### config.mk
export PLATFORM = sky130hd
export DESIGN_NAME = flash_status_read_path
export DESIGN_NICKNAME = d
export VERILOG_FILES = /design/src/flash_status_pkg.sv /design/src/pin_sync_if.sv /design/src/flash_status_read_path.sv /design/src/pin_sync.sv
export SDC_FILE = /design/constraint.sdc
export NUM_CORES = 1
export LEC_CHECK = 0
export BUFFER_PORTS_ARGS = -buffer_cell sky130_fd_sc_hd__clkbuf_2
export CAP_MARGIN = 5
export CORE_MARGIN = 3
export CORE_UTILIZATION = 30
export CTS_BUF_LIST = sky130_fd_sc_hd__clkbuf_8
export DETAILED_ROUTE_END_ITERATION = 8
export PLACE_DENSITY = 0.63
export SLEW_MARGIN = 30
export SYNTH_ARGS = -nofsm -noshare
export SYNTH_HDL_FRONTEND = slang
export SYNTH_SLANG_ARGS = --single-unit
### constraint.sdc
create_clock -name clk_sys -period 3.8 [get_ports clk_sys]
set_input_delay 0.38 -clock clk_sys [delete_from_list [all_inputs] [get_ports clk_sys]]
set_output_delay 0.38 -clock clk_sys [all_outputs]
set_load 0.05 [all_outputs]
### src/flash_status_pkg.sv
// constants, commands and read states of the flash status read path
package flash_status_pkg;
    // command codes seen on the low data byte at the rising write strobe
    localparam logic [7:0] CMD_READ_ARRAY = 8'hFF;
    localparam logic [7:0] CMD_READ_STATUS = 8'h70;
    localparam logic [7:0] CMD_CLEAR_STATUS = 8'h50;
    localparam logic [7:0] CMD_READ_ID = 8'h90;
    localparam logic [7:0] CMD_QUERY = 8'h98;
    localparam logic [7:0] CMD_PROG_SETUP = 8'h40;
    localparam logic [7:0] CMD_PROG_ALT = 8'h10;
    localparam logic [7:0] CMD_ERASE_SETUP = 8'h20;
    localparam logic [7:0] CMD_CONFIRM = 8'hD0;
    localparam logic [7:0] CMD_LOCK_SETUP = 8'h60;

    // status word layout
    localparam int WRITE_STATE_BIT = 7;
    localparam int ERASE_SUSPENDED_BIT = 6;
    localparam int ERASE_RESULT_BIT = 5;
    localparam int PROGRAM_RESULT_BIT = 4;
    localparam int PROGRAM_VOLTAGE_BIT = 3;
    localparam int PROGRAM_SUSPENDED_BIT = 2;
    localparam int LOCKED_BLOCK_BIT = 1;
    localparam int FAST_PROGRAM_BIT = 0;
    localparam logic [7:0] STATUS_RESET = 8'h00;
    localparam logic [7:0] STATUS_HIGH_BYTE = 8'h00;

    // burst length selection and beat counts
    localparam logic [1:0] BURST_SEL_CONT = 2'h3;
    localparam logic [4:0] BURST_LEN_4 = 5'h04;
    localparam logic [4:0] BURST_LEN_8 = 5'h08;
    localparam logic [4:0] BURST_LEN_16 = 5'h10;

    // position of each pin in the synchroniser vector
    localparam int PIN_CE = 0;
    localparam int PIN_OE = 1;
    localparam int PIN_WE = 2;
    localparam int PIN_ADV = 3;
    localparam int PIN_BCLK = 4;
    localparam int PIN_ADDR = 5;
    localparam int PIN_DQ = 7;
    localparam int PIN_WIDTH = 23;

    typedef enum logic [2:0] {
        ST_RD_ARRAY = 3'h0,
        ST_RD_STATUS = 3'h1,
        ST_RD_OTHER = 3'h2,
        ST_PROG_DATA = 3'h3,
        ST_ERASE_CONF = 3'h4,
        ST_LOCK_CONF = 3'h5
    } read_state_t;
endpackage : flash_status_pkg

### src/pin_sync_if.sv
// carrier between the pin synchroniser and the read path
`timescale 1ns/1ps
interface pin_sync_if #(parameter int WIDTH = 1);
    logic [WIDTH-1:0] raw;
    logic [WIDTH-1:0] synced;
    modport syncer (input raw, output synced);
    modport user (output raw, input synced);
endinterface : pin_sync_if

### src/flash_status_read_path.sv
// status and non-array read path of a parallel flash behind its bus pins
// Behaviour
// - non-array reads work in async or sync burst mode and are always single-word reads.
// - an async page read of non-array data is valid only for the first word of the page.
// - a sync burst non-array read repeats the one word on each clock until the burst ends.
// - the status-read command is accepted at any address.
// - word program, block erase and block lock sequences enter the status state by themselves.
// - in the status state every read returns status until another valid command is written.
// - status goes on the low data byte and zero on the high byte.
// - in async mode the first falling edge of output enable or chip select latches status.
// - bit 7 of the status word is the device-wide write state.
// - bits 6 to 0 are erase suspended, erase, program, voltage, program suspended, lock, fast.
// - the status word defaults to all zero.
// - bit 7 reads 0 while a program or erase is in progress.
`timescale 1ns/1ps
module flash_status_read_path
    import flash_status_pkg::*;
(
    input wire logic clk_sys,
    input wire logic rst_n,
    input wire logic chip_select_n,
    input wire logic output_enable_n,
    input wire logic write_enable_n,
    input wire logic address_valid_n,
    input wire logic burst_clk,
    input wire logic [1:0] page_addr,
    input wire logic [15:0] dq_in,
    output logic [15:0] dq_out,
    output logic dq_oe,
    output logic word_valid,
    input wire logic sync_burst_mode,
    input wire logic [1:0] burst_len_sel,
    input wire logic [15:0] array_data,
    input wire logic [15:0] ident_data,
    input wire logic engine_busy,
    input wire logic erase_suspended_flag,
    input wire logic erase_result_flag,
    input wire logic program_result_flag,
    input wire logic program_voltage_flag,
    input wire logic program_suspended_flag,
    input wire logic locked_block_flag,
    input wire logic fast_program_state_flag,
    output logic program_start,
    output logic erase_start,
    output logic lock_start,
    output logic [7:0] operation_status_word
);
    pin_sync_if #(.WIDTH(PIN_WIDTH)) pins ();

    pin_sync #(.WIDTH(PIN_WIDTH)) u_pin_sync (
        .clk_sys(clk_sys),
        .rst_n(rst_n),
        .pins(pins)
    );

    assign pins.raw = {dq_in, page_addr, burst_clk, address_valid_n, write_enable_n,
        output_enable_n, chip_select_n};

    logic s_ce_n;
    logic s_oe_n;
    logic s_we_n;
    logic s_adv_n;
    logic s_bclk;
    logic [1:0] s_addr;
    logic [15:0] s_dq;
    assign s_ce_n = pins.synced[PIN_CE];
    assign s_oe_n = pins.synced[PIN_OE];
    assign s_we_n = pins.synced[PIN_WE];
    assign s_adv_n = pins.synced[PIN_ADV];
    assign s_bclk = pins.synced[PIN_BCLK];
    assign s_addr = pins.synced[PIN_ADDR +: 2];
    assign s_dq = pins.synced[PIN_DQ +: 16];

    logic ce_prev_q, oe_prev_q, we_prev_q, adv_prev_q, bclk_prev_q;
    logic ce_fall, oe_fall, oe_rise, adv_fall, bclk_rise, we_rise, access;
    logic [7:0] cmd;

    // strobe history, one cycle behind the synchronised pins
    always_ff @(posedge clk_sys)
    begin
        if (!rst_n)
        begin
            ce_prev_q <= 1'b1;
            oe_prev_q <= 1'b1;
            we_prev_q <= 1'b1;
            adv_prev_q <= 1'b1;
            bclk_prev_q <= 1'b0;
        end
        else
        begin
            ce_prev_q <= s_ce_n;
            oe_prev_q <= s_oe_n;
            we_prev_q <= s_we_n;
            adv_prev_q <= s_adv_n;
            bclk_prev_q <= s_bclk;
        end
    end

    // edge events; a write counts only while the chip is selected
    assign ce_fall = ce_prev_q & ~s_ce_n;
    assign oe_fall = oe_prev_q & ~s_oe_n;
    assign oe_rise = ~oe_prev_q & s_oe_n;
    assign adv_fall = adv_prev_q & ~s_adv_n;
    assign bclk_rise = ~bclk_prev_q & s_bclk;
    assign we_rise = ~we_prev_q & s_we_n & ~s_ce_n;
    assign access = ~s_ce_n & ~s_oe_n;
    assign cmd = s_dq[7:0];

    read_state_t state_q, state_d;
    logic prog_q, prog_d, erase_q, erase_d, lock_q, lock_d;

    // command decode; the address is never looked at, so any address is accepted
    always_comb
    begin
        state_d = state_q;
        prog_d = 1'b0;
        erase_d = 1'b0;
        lock_d = 1'b0;
        if (we_rise)
        begin
            case (state_q)
                ST_RD_ARRAY, ST_RD_STATUS, ST_RD_OTHER:
                begin
                    case (cmd)
                        CMD_READ_STATUS: state_d = ST_RD_STATUS;
                        CMD_READ_ARRAY: state_d = ST_RD_ARRAY;
                        CMD_READ_ID, CMD_QUERY: state_d = ST_RD_OTHER;
                        CMD_PROG_SETUP, CMD_PROG_ALT: state_d = ST_PROG_DATA;
                        CMD_ERASE_SETUP: state_d = ST_ERASE_CONF;
                        CMD_LOCK_SETUP: state_d = ST_LOCK_CONF;
                        default: state_d = state_q; // clear status and unknown codes keep the mode
                    endcase
                end
                // each sequence ends in the status state, even on a sequence error
                ST_PROG_DATA:
                begin
                    state_d = ST_RD_STATUS;
                    prog_d = 1'b1;
                end
                ST_ERASE_CONF:
                begin
                    state_d = ST_RD_STATUS;
                    erase_d = (cmd == CMD_CONFIRM);
                end
                ST_LOCK_CONF:
                begin
                    state_d = ST_RD_STATUS;
                    lock_d = 1'b1;
                end
                default: state_d = ST_RD_ARRAY;
            endcase
        end
    end

    always_ff @(posedge clk_sys)
    begin
        if (!rst_n)
        begin
            state_q <= ST_RD_ARRAY;
            prog_q <= 1'b0;
            erase_q <= 1'b0;
            lock_q <= 1'b0;
        end
        else
        begin
            state_q <= state_d;
            prog_q <= prog_d;
            erase_q <= erase_d;
            lock_q <= lock_d;
        end
    end

    logic [7:0] status_live;
    logic [7:0] status_q, status_d;
    logic held_q, held_d, latch_ev;
    logic [1:0] page_q, page_d;

    // live status word; bit 7 low means an operation is running
    always_comb
    begin
        status_live = STATUS_RESET;
        status_live[WRITE_STATE_BIT] = ~engine_busy;
        status_live[ERASE_SUSPENDED_BIT] = erase_suspended_flag;
        status_live[ERASE_RESULT_BIT] = erase_result_flag;
        status_live[PROGRAM_RESULT_BIT] = program_result_flag;
        status_live[PROGRAM_VOLTAGE_BIT] = program_voltage_flag;
        status_live[PROGRAM_SUSPENDED_BIT] = program_suspended_flag;
        status_live[LOCKED_BLOCK_BIT] = locked_block_flag;
        status_live[FAST_PROGRAM_BIT] = fast_program_state_flag;
    end

    // snapshot so a changing engine cannot tear a word mid-read; a burst never refreshes
    always_comb
    begin
        if (sync_burst_mode)
            latch_ev = ce_fall | adv_fall;
        else
            latch_ev = (ce_fall | oe_fall) & ~held_q;
        held_d = held_q;
        if ((s_ce_n & s_oe_n) | oe_rise)
            held_d = 1'b0;
        if (latch_ev)
            held_d = 1'b1; // set wins over the clear
        status_d = latch_ev ? status_live : status_q;
        page_d = latch_ev ? s_addr : page_q;
    end

    always_ff @(posedge clk_sys)
    begin
        if (!rst_n)
        begin
            status_q <= STATUS_RESET;
            held_q <= 1'b0;
            page_q <= 2'h0;
        end
        else
        begin
            status_q <= status_d;
            held_q <= held_d;
            page_q <= page_d;
        end
    end

    logic [4:0] beat_q, beat_d, burst_len;
    logic [15:0] dq_out_q, dq_out_d;
    logic dq_oe_q, dq_oe_d, valid_q, valid_d, non_array;

    assign non_array = (state_q != ST_RD_ARRAY);

    // data drive, beat count and word validity
    always_comb
    begin
        case (burst_len_sel)
            2'h0: burst_len = BURST_LEN_4;
            2'h1: burst_len = BURST_LEN_8;
            default: burst_len = BURST_LEN_16;
        endcase
        beat_d = beat_q;
        if (ce_fall | adv_fall)
            beat_d = 5'h00;
        else if (access && bclk_rise && beat_q != 5'h1F)
            beat_d = beat_q + 5'h01;
        dq_oe_d = access;
        case (state_q)
            ST_RD_STATUS: dq_out_d = {STATUS_HIGH_BYTE, status_q};
            ST_RD_ARRAY: dq_out_d = array_data;
            default: dq_out_d = ident_data;
        endcase
        // a non-array read is one word: repeated in a burst, stale after a page step
        if (!access)
            valid_d = 1'b0;
        else if (sync_burst_mode)
            valid_d = (burst_len_sel == BURST_SEL_CONT) || (beat_q < burst_len);
        else
            valid_d = !non_array || (s_addr == page_q);
    end

    always_ff @(posedge clk_sys)
    begin
        if (!rst_n)
        begin
            beat_q <= 5'h00;
            dq_out_q <= 16'h0000;
            dq_oe_q <= 1'b0;
            valid_q <= 1'b0;
        end
        else
        begin
            beat_q <= beat_d;
            dq_out_q <= dq_out_d;
            dq_oe_q <= dq_oe_d;
            valid_q <= valid_d;
        end
    end

    assign dq_out = dq_out_q;
    assign dq_oe = dq_oe_q;
    assign word_valid = valid_q;
    assign program_start = prog_q;
    assign erase_start = erase_q;
    assign lock_start = lock_q;
    assign operation_status_word = status_q;
endmodule : flash_status_read_path

### src/pin_sync.sv
// two-flop synchroniser for the flash bus pins
`timescale 1ns/1ps
module pin_sync #(
    parameter int WIDTH = 1
) (
    input wire logic clk_sys,
    input wire logic rst_n,
    pin_sync_if.syncer pins
);
    logic [WIDTH-1:0] meta_q;
    logic [WIDTH-1:0] meta_d;
    logic [WIDTH-1:0] sync_q;
    logic [WIDTH-1:0] sync_d;

    // first stage feeds only the second stage; pins idle high (strobes inactive)
    always_comb
    begin
        meta_d = pins.raw;
        sync_d = meta_q;
    end

    always_ff @(posedge clk_sys)
    begin
        if (!rst_n)
        begin
            meta_q <= '1;
            sync_q <= '1;
        end
        else
        begin
            meta_q <= meta_d;
            sync_q <= sync_d;
        end
    end

    assign pins.synced = sync_q;
endmodule : pin_sync

* Word-level counts from Yosys, hierarchy flattened
Cells that the tools add are included.
** Operators by class
- Add/subtract/negate cells :: 1
- Order comparisons :: 1
- Eq/ne operators :: 19
- Multiplexer cells :: 10
- Bitwise logic cells :: 22
- Reduce and logical (&&, ||, !) cells :: 18
** Operators by type and width (count)
- 8-bit equality test, second input constant :: 4
- 16-bit case mux with 2 select lines :: 1
- 8-bit by 7-bit equality test with 1-bit output, second input constant :: 3
- 3-bit case mux with 6 select lines :: 1
- 1-bit bitwise AND :: 10
- 5-bit case mux with 2 select lines :: 1
- 1-bit NOT :: 9
- 8-bit by 5-bit equality test with 1-bit output, second input constant :: 1
- 8-bit by 6-bit equality test with 1-bit output, second input constant :: 1
- 7-bit by 1-bit != test with 1-bit output, second input constant :: 1
- 3-bit by 2-bit equality test with 1-bit output, second input constant :: 2
- 3-bit equality test, second input constant :: 2
- 1-bit 2-to-1 mux :: 6
- 3-bit case mux with 2 select lines :: 1
- 2-bit AND reduction :: 3
- 2-bit OR reduction :: 3
- 3-bit OR reduction :: 2
- 5-bit by 1-bit adder with 5-bit output, second input constant :: 1
- 5-bit less-than comparator :: 1
- 5-bit != test, second input constant :: 1
- 3-bit by 1-bit equality test with 1-bit output, second input constant :: 1
- 3-bit logical NOT :: 1
- 1-bit OR :: 3
- 3-bit AND reduction :: 1
- other kinds (9) :: 11
** Word-level totals
- Flip-flop bits (word level) :: 75
- Input bits :: 68
- Word-level logic and storage cells :: 89

* Logic depth before layout (Yosys ltp)
Gate-level depths: netlist (run 1).
- Depth in word-level cells :: 6
- Depth in mapped cells :: 7

* Modules after synthesis
From an unflattened synthesis (run 1), not the netlist that was laid out.
** Unflattened totals
- Cell total of the unflattened synthesis :: 317
- Area total of the unflattened synthesis :: 3269.4 sq um
** By module, submodules not included
- flash_status_read_path :: instances 1, cells each 221, area an instance 2033.2 sq um, seq. area each 900.9 sq um
- pin_sync :: instances 1, cells each 96, area an instance 1236.2 sq um, seq. area each 920.9 sq um

* Worst setup path before layout (run 1)
Ideal clock, no wire load.
- Path type :: register to register
- Start point :: register beat_q[0]
- End point :: register beat_q[1]
- Arrival time :: 1.961 ns
- Data required time :: 3.683 ns
- Path slack :: 1.722 ns
- Stages on the path, launching flop included :: 8
- Buffers on the path :: 0
- Clock period less this slack :: 2.078 ns
- Path through :: dfxtp_1 -> ha_1 -> and3_1 -> ha_1 -> or4b_2 -> nor2_1 -> mux2i_1 -> nor2_1
** On the way
- Cells in the longest elaborated chain, start to end :: 2
- Elaborated cells between the ends (all ways) :: 3
- Classes of those cells :: 1 x add/sub; 1 x eq/ne; 1 x reduce/logical
** RTL lines
- start: declaration :: line flash_status_read_path.sv:224 : logic [4:0] beat_q, beat_d, burst_len;
- start signal: assignment :: line flash_status_read_path.sv:269 : beat_q <= beat_d;
- branches (longest 2 deep; another with 5-bit by 1-bit adder with 5-bit output)
Parallel ways; which one is timed is not known.
A chain may end at the register's enable or synchronous reset.

* Worst setup path in the final report (run 1)
Same ends and word-level chain as after synthesis.

==> reports/qor_table.md, run 1 <==
| Parameter | Value |
| --- | --- |
| Status | finished clean |
| FF-to-FF End | beat_q[1] |
| Biggest area consumer among synthesized cells | sky130_fd_sc_hd__dfxtp_1 |
| Worst min-delay path class | in2reg |
| Antenna violations before repair | 0 |
| Ratio of final minimum period to clock period | 58.2% |
| Die Height | 105 µm |
| Main synth FF type | sky130_fd_sc_hd__dfxtp_1 |
| Fraction of registers with async set or reset after synthesis | 0% |
| Half-perimeter wire length after detailed placement | 4270 µm |
| Final-report hold violation count | 0 |
| CTS tree | yes |
| Reg2Reg Launch Point | beat_q[0] |
| Via count of the first global-routing pass | 2171 |
| Effective utilization at floorplan | 31.4% |
| Register-to-Register Setup Slack | 1.59 ns |
| Count leader, synth | sky130_fd_sc_hd__dfxtp_1 |
| Post-Synthesis Cell Area | 0.00294 mm² |
| Combined global-route utilization of all metal layers | 10.9% |
| Die boundary width | 105 µm |
| Die area | 0.0110 mm² |
| Count of flip-flops with a built-in enable after synthesis | 0 |
| Final-layout setup total negative slack | 0 ns |
| Avg Vias per Cell | 4.43 |
| RSZ-0062 raised after global routing | no |
| First-pass GRT wire length | 9860 µm |
| Cts-stage hold buffer count | 0 |
| First-pass detailed-route iteration total | 4 |
| Number of cells on the worst reg-to-reg path | 7 |
| Core Footprint | 0.00937 mm² |
| Critical Setup Path Class | reg2reg |
| Worst IR drop on VDD | 0.000136 V |
| Share of cells above drive strength 1 | 30.1% |
| Total overflow reported by the global router | 0 |
| Setup crit start kind | flip-flop |
| Number of standard-cell rows in the floorplan | 35 |
| Design Power | 0.00165 W |
| Achievable frequency | 0.452 GHz |
| Endpoint required time on the critical path | 4.03 ns |
| Signed area change from the synthesized netlist to the final layout | 24.6% |
| Port Buf Inserts | 88 |
| Number of top-level pins | 97 |
| Most numerous cell types in the synthesized netlist | sky130_fd_sc_hd__dfxtp_1 (75), sky130_fd_sc_hd__nand2b_1 (38), sky130_fd_sc_hd__nand2_1 (24) |
| WHS Endpoint | u_pin_sync.meta_q[10] |
| Setup Skew | 0.0107 ns |
| Net count of the finished layout | 456 |
| Setup crit end kind | flip-flop |
| Number of endpoints failing setup at the final stage | 0 |
| Reg clk slew, reported paths | 0.08 ns |
| Largest cells by area after synthesis | sky130_fd_sc_hd__dfxtp_1 (51%), sky130_fd_sc_hd__nand2b_1 (8.1%), sky130_fd_sc_hd__a21boi_0 (4.3%), sky130_fd_sc_hd__mux2i_1 (3.7%), sky130_fd_sc_hd__o211a_1 (3.1%) |
| Average cell area after synthesis | 9.81 µm² |
| DRC Markers | 0 |
| Wirelength, routed | 5970 µm |
| Vias post-DR | 2297 |
| Yosys cell types | 47 |
| Cell area after layout | 0.00367 mm² |
| Final number of max-transition violations | 0 |
| Hold slack | 0.218 ns |
| Insertion delay of the later-clocked pin in the worst-skew pair | 0.34 ns |
| Post-synthesis net count | 372 |
| Largest net degree at the start of global routing | 69 |
| Count of cells resized by post-cts repair | 0 |
| Leakage | 1.65 nW |
| Post-detailed-route count of antenna-violating nets | 0 |
| Worst-Margin Slew | 0.958 ns |
| Level count of the clock H-tree | 3 |
| Largest fanout of any net on the critical path | 3 |
| Antenna diodes | 0 |
| Setup Fix Bufs, Post-CTS | 0 |
| Min-delay src | dq_in[3] |
| Sequential element share of the synthesized area | 51.0% |
| Slew Limit Headroom | 35.3% |
| Synth top area share | 51.0% |
| Buffer cell driving the clock tree root | sky130_fd_sc_hd__clkbuf_8 |
| Mapped Cells | 300 |
| Number of CTS-inserted buffers | 9 |
| Clock sink count | 75 |
| Final critical path time including I/O delays and setup | 2.21 ns |
| Register bit total from synthesis | 75 |
| Detailed router's first-iteration violation count | 87 |
| Buffers from clock root to sink, at most | 2 |
| Max Cap Violations | 0 |
| Avg WL per Cell | 11.5 µm |
| Post-DP Area | 0.00350 mm² |
| Worst Hold Path Cells | 2 |
| Yosys warns | 0 |
| Power Dens Cells | 450 mW/mm² |
| Arr. time, crit path | 2.44 ns |
| Weighted congestion reported at the end of routability-driven placement | 0.746 |
## worst max path at each step
stage	startpoint	to	slack [ns]	cells after the start
after floorplan	beat_q[0]	beat_q[1]	1.72	7
after global placement	beat_q[0]	beat_q[1]	1.64	7
after detailed placement	beat_q[0]	beat_q[4]	1.59	7
after CTS	beat_q[0]	beat_q[1]	1.58	7
after global routing	beat_q[0]	beat_q[1]	1.45	7
final	beat_q[0]	beat_q[1]	1.59	7
## power by group
| part | leakage, nW | switching, W | internal (W) |
|---|---|---|---|
| sequential | 0.617 | 0.0000294 | 0.000830 |
| combinational | 0.942 | 0.000161 | 0.000107 |
| clock | 0.0906 | 0.000287 | 0.000234 |
## cell families after synthesis
logic type	count (synthesis)	synth area share, %
muxes	11	3.74
AOI/OAI and AO/OA	61	15.3
adders and majority gates	4	1.70
and+or+nand+nor	122	23.9
DFF	75	51.0
buffers and inverters	22	2.85
xor gates and xnor gates	5	1.49
## area by class of cell
cell class / count / area, µm²
clock inverters: 7 / 43.8
well taps: 129 / 161
clock buffers: 9 / 124
flip-flops and latches: 75 / 1500
repair buffers: 91 / 463
fillers: 986 / 5700
inverters: 4 / 15.0
multi-input cells: 203 / 1360
## flip-flops by register name, summed over array words and instances, names as in the netlist, 2 cells and up
signal / cells
u_pin_sync.pins.synced: 15
operation_status_word: 8
beat_q: 5
u_pin_sync.meta_q: 15
state_q: 3
dq_out: 16
page_q: 2
## per-stage QoR
stage          std cells  worst slack, ns  utilization [%]
6_report             518             1.59             39.1
5_1_grt              518             1.45             39.1
4_1_cts              518             1.58             39.1
3_5_place_dp         502             1.59             37.3
3_3_place_gp         502             1.64             37.3
2_1_floorplan        300             1.72                -
## critical path, stage by stage, from the launching register on
cell and delay, ns:
sky130_fd_sc_hd__dfxtp_1 0.34, sky130_fd_sc_hd__ha_1 0.21, sky130_fd_sc_hd__and3_1 0.18, sky130_fd_sc_hd__ha_1 0.17, sky130_fd_sc_hd__or4b_2 0.65, sky130_fd_sc_hd__nor2_1 0.29, sky130_fd_sc_hd__mux2i_1 0.22, sky130_fd_sc_hd__nor2_1 0.05
## layout by cell type, fill, tap and decap left out, drive strengths merged, types with 5 or more instances in the layout
| master | n |
|---|---|
| mux2i | 11 |
| nand2 | 24 |
| nand2b | 38 |
| nand3b | 8 |
| inv | 6 |
| o21ai | 16 |
| nor2b | 5 |
| o211a | 9 |
| clkbuf | 97 |
| dfxtp | 75 |
| nand3 | 12 |
| a21boi | 17 |
| nor2 | 13 |
## layer usage
metal	global-route usage (%)	routed length (µm)	up-vias
met1	14.1	2860	1003
li1	-	-	1208
met2	16.7	2570	74
met5	0	0	-
met3	3.34	442	12
met4	4.78	107	0
Note: power is estimated with default switching activity, not from simulation.
==> run 2: changes to the inputs <==
Clock period 3.8 ns to 2.2 ns, I/O delays scaled along.
==> reports/qor_table.md, run 2 (synthesis results as in run 1) <==
| Parameter | Value |
| --- | --- |
| Reg clk slew, reported paths | 0.08 ns |
| Arr. time, crit path | 2.20 ns |
| Antenna violations before repair | 0 |
| DRC Markers | 0 |
| Vias post-DR | 2354 |
| Antenna diodes | 0 |
| Final worst-path setup slack | 0.236 ns |
| Ordered cell list for the critical path | ha_1, and3_1, ha_1, or4b_4, nor2_4, mux2i_1, nor2_1 |
| Final-layout setup total negative slack | 0 ns |
| Ratio of final minimum period to clock period | 89.3% |
| Largest fanout of any net on the critical path | 3 |
| Share of cells above drive strength 1 | 32.0% |
| Slowest cell on crit path | sky130_fd_sc_hd__or4b_4 |
| First-pass detailed-route iteration total | 4 |
| Port Buf Inserts | 88 |
| Number of top-level pins | 97 |
| Slew Limit Headroom | 69.0% |
| Combined global-route utilization of all metal layers | 11.4% |
| Library cell appearing most often on the critical path | sky130_fd_sc_hd__ha_1 |
| Clock sink count | 75 |
| Power Dens Cells | 879 mW/mm² |
| Buffer cell driving the clock tree root | sky130_fd_sc_hd__clkbuf_8 |
| Signed area change from the synthesized netlist to the final layout | 30.1% |
| Number of standard-cell rows in the floorplan | 35 |
| Min-delay src | burst_clk |
| Fraction of the core area covered by cells at the end of the flow | 40.9% |
| Worst IR drop on VDD | 0.000361 V |
| Setup Skew | 0.00699 ns |
| Final critical path time including I/O delays and setup | 1.96 ns |
| Effective utilization at floorplan | 31.4% |
| Max reg flops | 16 |
| Via count of the first global-routing pass | 2230 |
| Max Cap Violations | 0 |
| Met3 track demand over resource in global routing | 3.46% |
| Core Footprint | 0.00937 mm² |
| Avg WL per Cell | 11.9 µm |
| Buffers from clock root to sink, at most | 2 |
| Final number of max-transition violations | 0 |
| Hold slack | 0.0554 ns |
| Critical Setup Path Class | reg2reg |
| Insertion delay of the later-clocked pin in the worst-skew pair | 0.34 ns |
| Setup Fix Bufs, Post-CTS | 0 |
| Commonest non-fill, non-tap cell in the layout | sky130_fd_sc_hd__clkbuf_2 |
| Detailed router's first-iteration violation count | 89 |
| Post-DP Area | 0.00354 mm² |
| Status | finished clean |
| Post-detailed-route count of antenna-violating nets | 0 |
| Final-report hold violation count | 0 |
| Cell area after layout | 0.00383 mm² |
| Die boundary width | 105 µm |
| Total overflow reported by the global router | 0 |
| Fill count | 972 |
| Cts-stage hold buffer count | 0 |
| Worst-Margin Slew | 0.465 ns |
| RSZ-0062 raised after global routing | no |
| Maximum single-stage delay on the critical path | 0.53 ns |
| Dpl ws | -0.0414 ns |
| Die Height | 105 µm |
| Achievable frequency | 0.509 GHz |
| Reg2Reg Launch Point | beat_q[0] |
| Number of endpoints failing setup at the final stage | 0 |
| Worst min-delay path class | in2reg |
| GR met2 Demand/Resource | 17.6% |
| Setup crit end kind | flip-flop |
| Die area | 0.0110 mm² |
| Avg Vias per Cell | 4.50 |
| Setup crit start | beat_q[0] |
| Endpoint required time on the critical path | 2.43 ns |
| Leakage | 1.72 nW |
| Commonest cells after routing, fill and taps aside | sky130_fd_sc_hd__clkbuf_2 (88), sky130_fd_sc_hd__dfxtp_1 (75), sky130_fd_sc_hd__nand2b_1 (38) |
| Level count of the clock H-tree | 3 |
| Wirelength, routed | 6220 µm |
| Setup crit start kind | flip-flop |
| Net count of the finished layout | 461 |
| Largest net degree at the start of global routing | 50 |
| Global-route layer with the greatest usage | met2 |
| CTS tree | yes |
| Half-perimeter wire length after detailed placement | 4440 µm |
| First-pass GRT wire length | 10300 µm |
| Number of CTS-inserted buffers | 9 |
| Weighted congestion reported at the end of routability-driven placement | 0.747 |
| Met1 Usage GRT | 14.8% |
-- run 2: changes by cell type in the layout (fill, tap and decap cells not counted), sizes merged --
| cell | change |
|---|---|
| buf | +5 |
| bufinv | +4 |
| clkinv | -4 |
-- run 2: stage by stage --
stage	std cells	total power [W]
floorplan	300	0.00185
global placement	507	0.00199
detailed placement	507	0.00200
CTS	523	0.00342
global route	523	0.00353
finish	523	0.00337
-- run 2: repair_timing --
| item | CTS | global route |
|---|---|---|
| endpoints found under the setup margin | 2 | 4 |
| gates resized for setup | 1 | 4 |
| endpoints found under the hold margin | 0 | 0 |
-- run 2: critical path, delay by kind of cell (launching register included) --
| family | cells | cell delay (ns) |
|---|---|---|
| and+or+nand+nor | 4 | 0.91 |
| muxes | 1 | 0.21 |
| adders and majority gates | 2 | 0.39 |
| DFF | 1 | 0.35 |
-- run 2: path summary, 6_finish.rpt --
check,depth (start not counted),end,slack (ns)
setup / recovery,7,beat_q[1],0.24
hold / removal,2,u_pin_sync.meta_q[4],0.06
setup reg to reg,7,beat_q[1],0.24
hold reg to reg,1,u_pin_sync.pins.synced[0],0.41
-- run 2: final cells by class --
class	count	area, µm²	area share [%]
clock inverters	7	148	3.85
multi-input cells	203	1380	36.0
clock buffers	9	124	3.23
inverters	4	15.0	0.392
well taps	129	161	4.21
flip-flops and latches	75	1500	39.2
repair buffers	96	500	13.1
-- run 2: power breakdown --
part	switching (W)	internal, W	total, W
Sequential	0.0000362	0.00143	0.00147
Clock	0.000529	0.000880	0.00141
Combinational	0.000294	0.000195	0.000488
-- run 2: per-layer routing --
| metal | part of all wire (%) | up-vias |
|---|---|---|
| li1 | - | 1220 |
| met1 | 48 | 1057 |
| met2 | 45 | 69 |
| met3 | 5.8 | 8 |
| met4 | 1.2 | 0 |
| met5 | 0 | - |
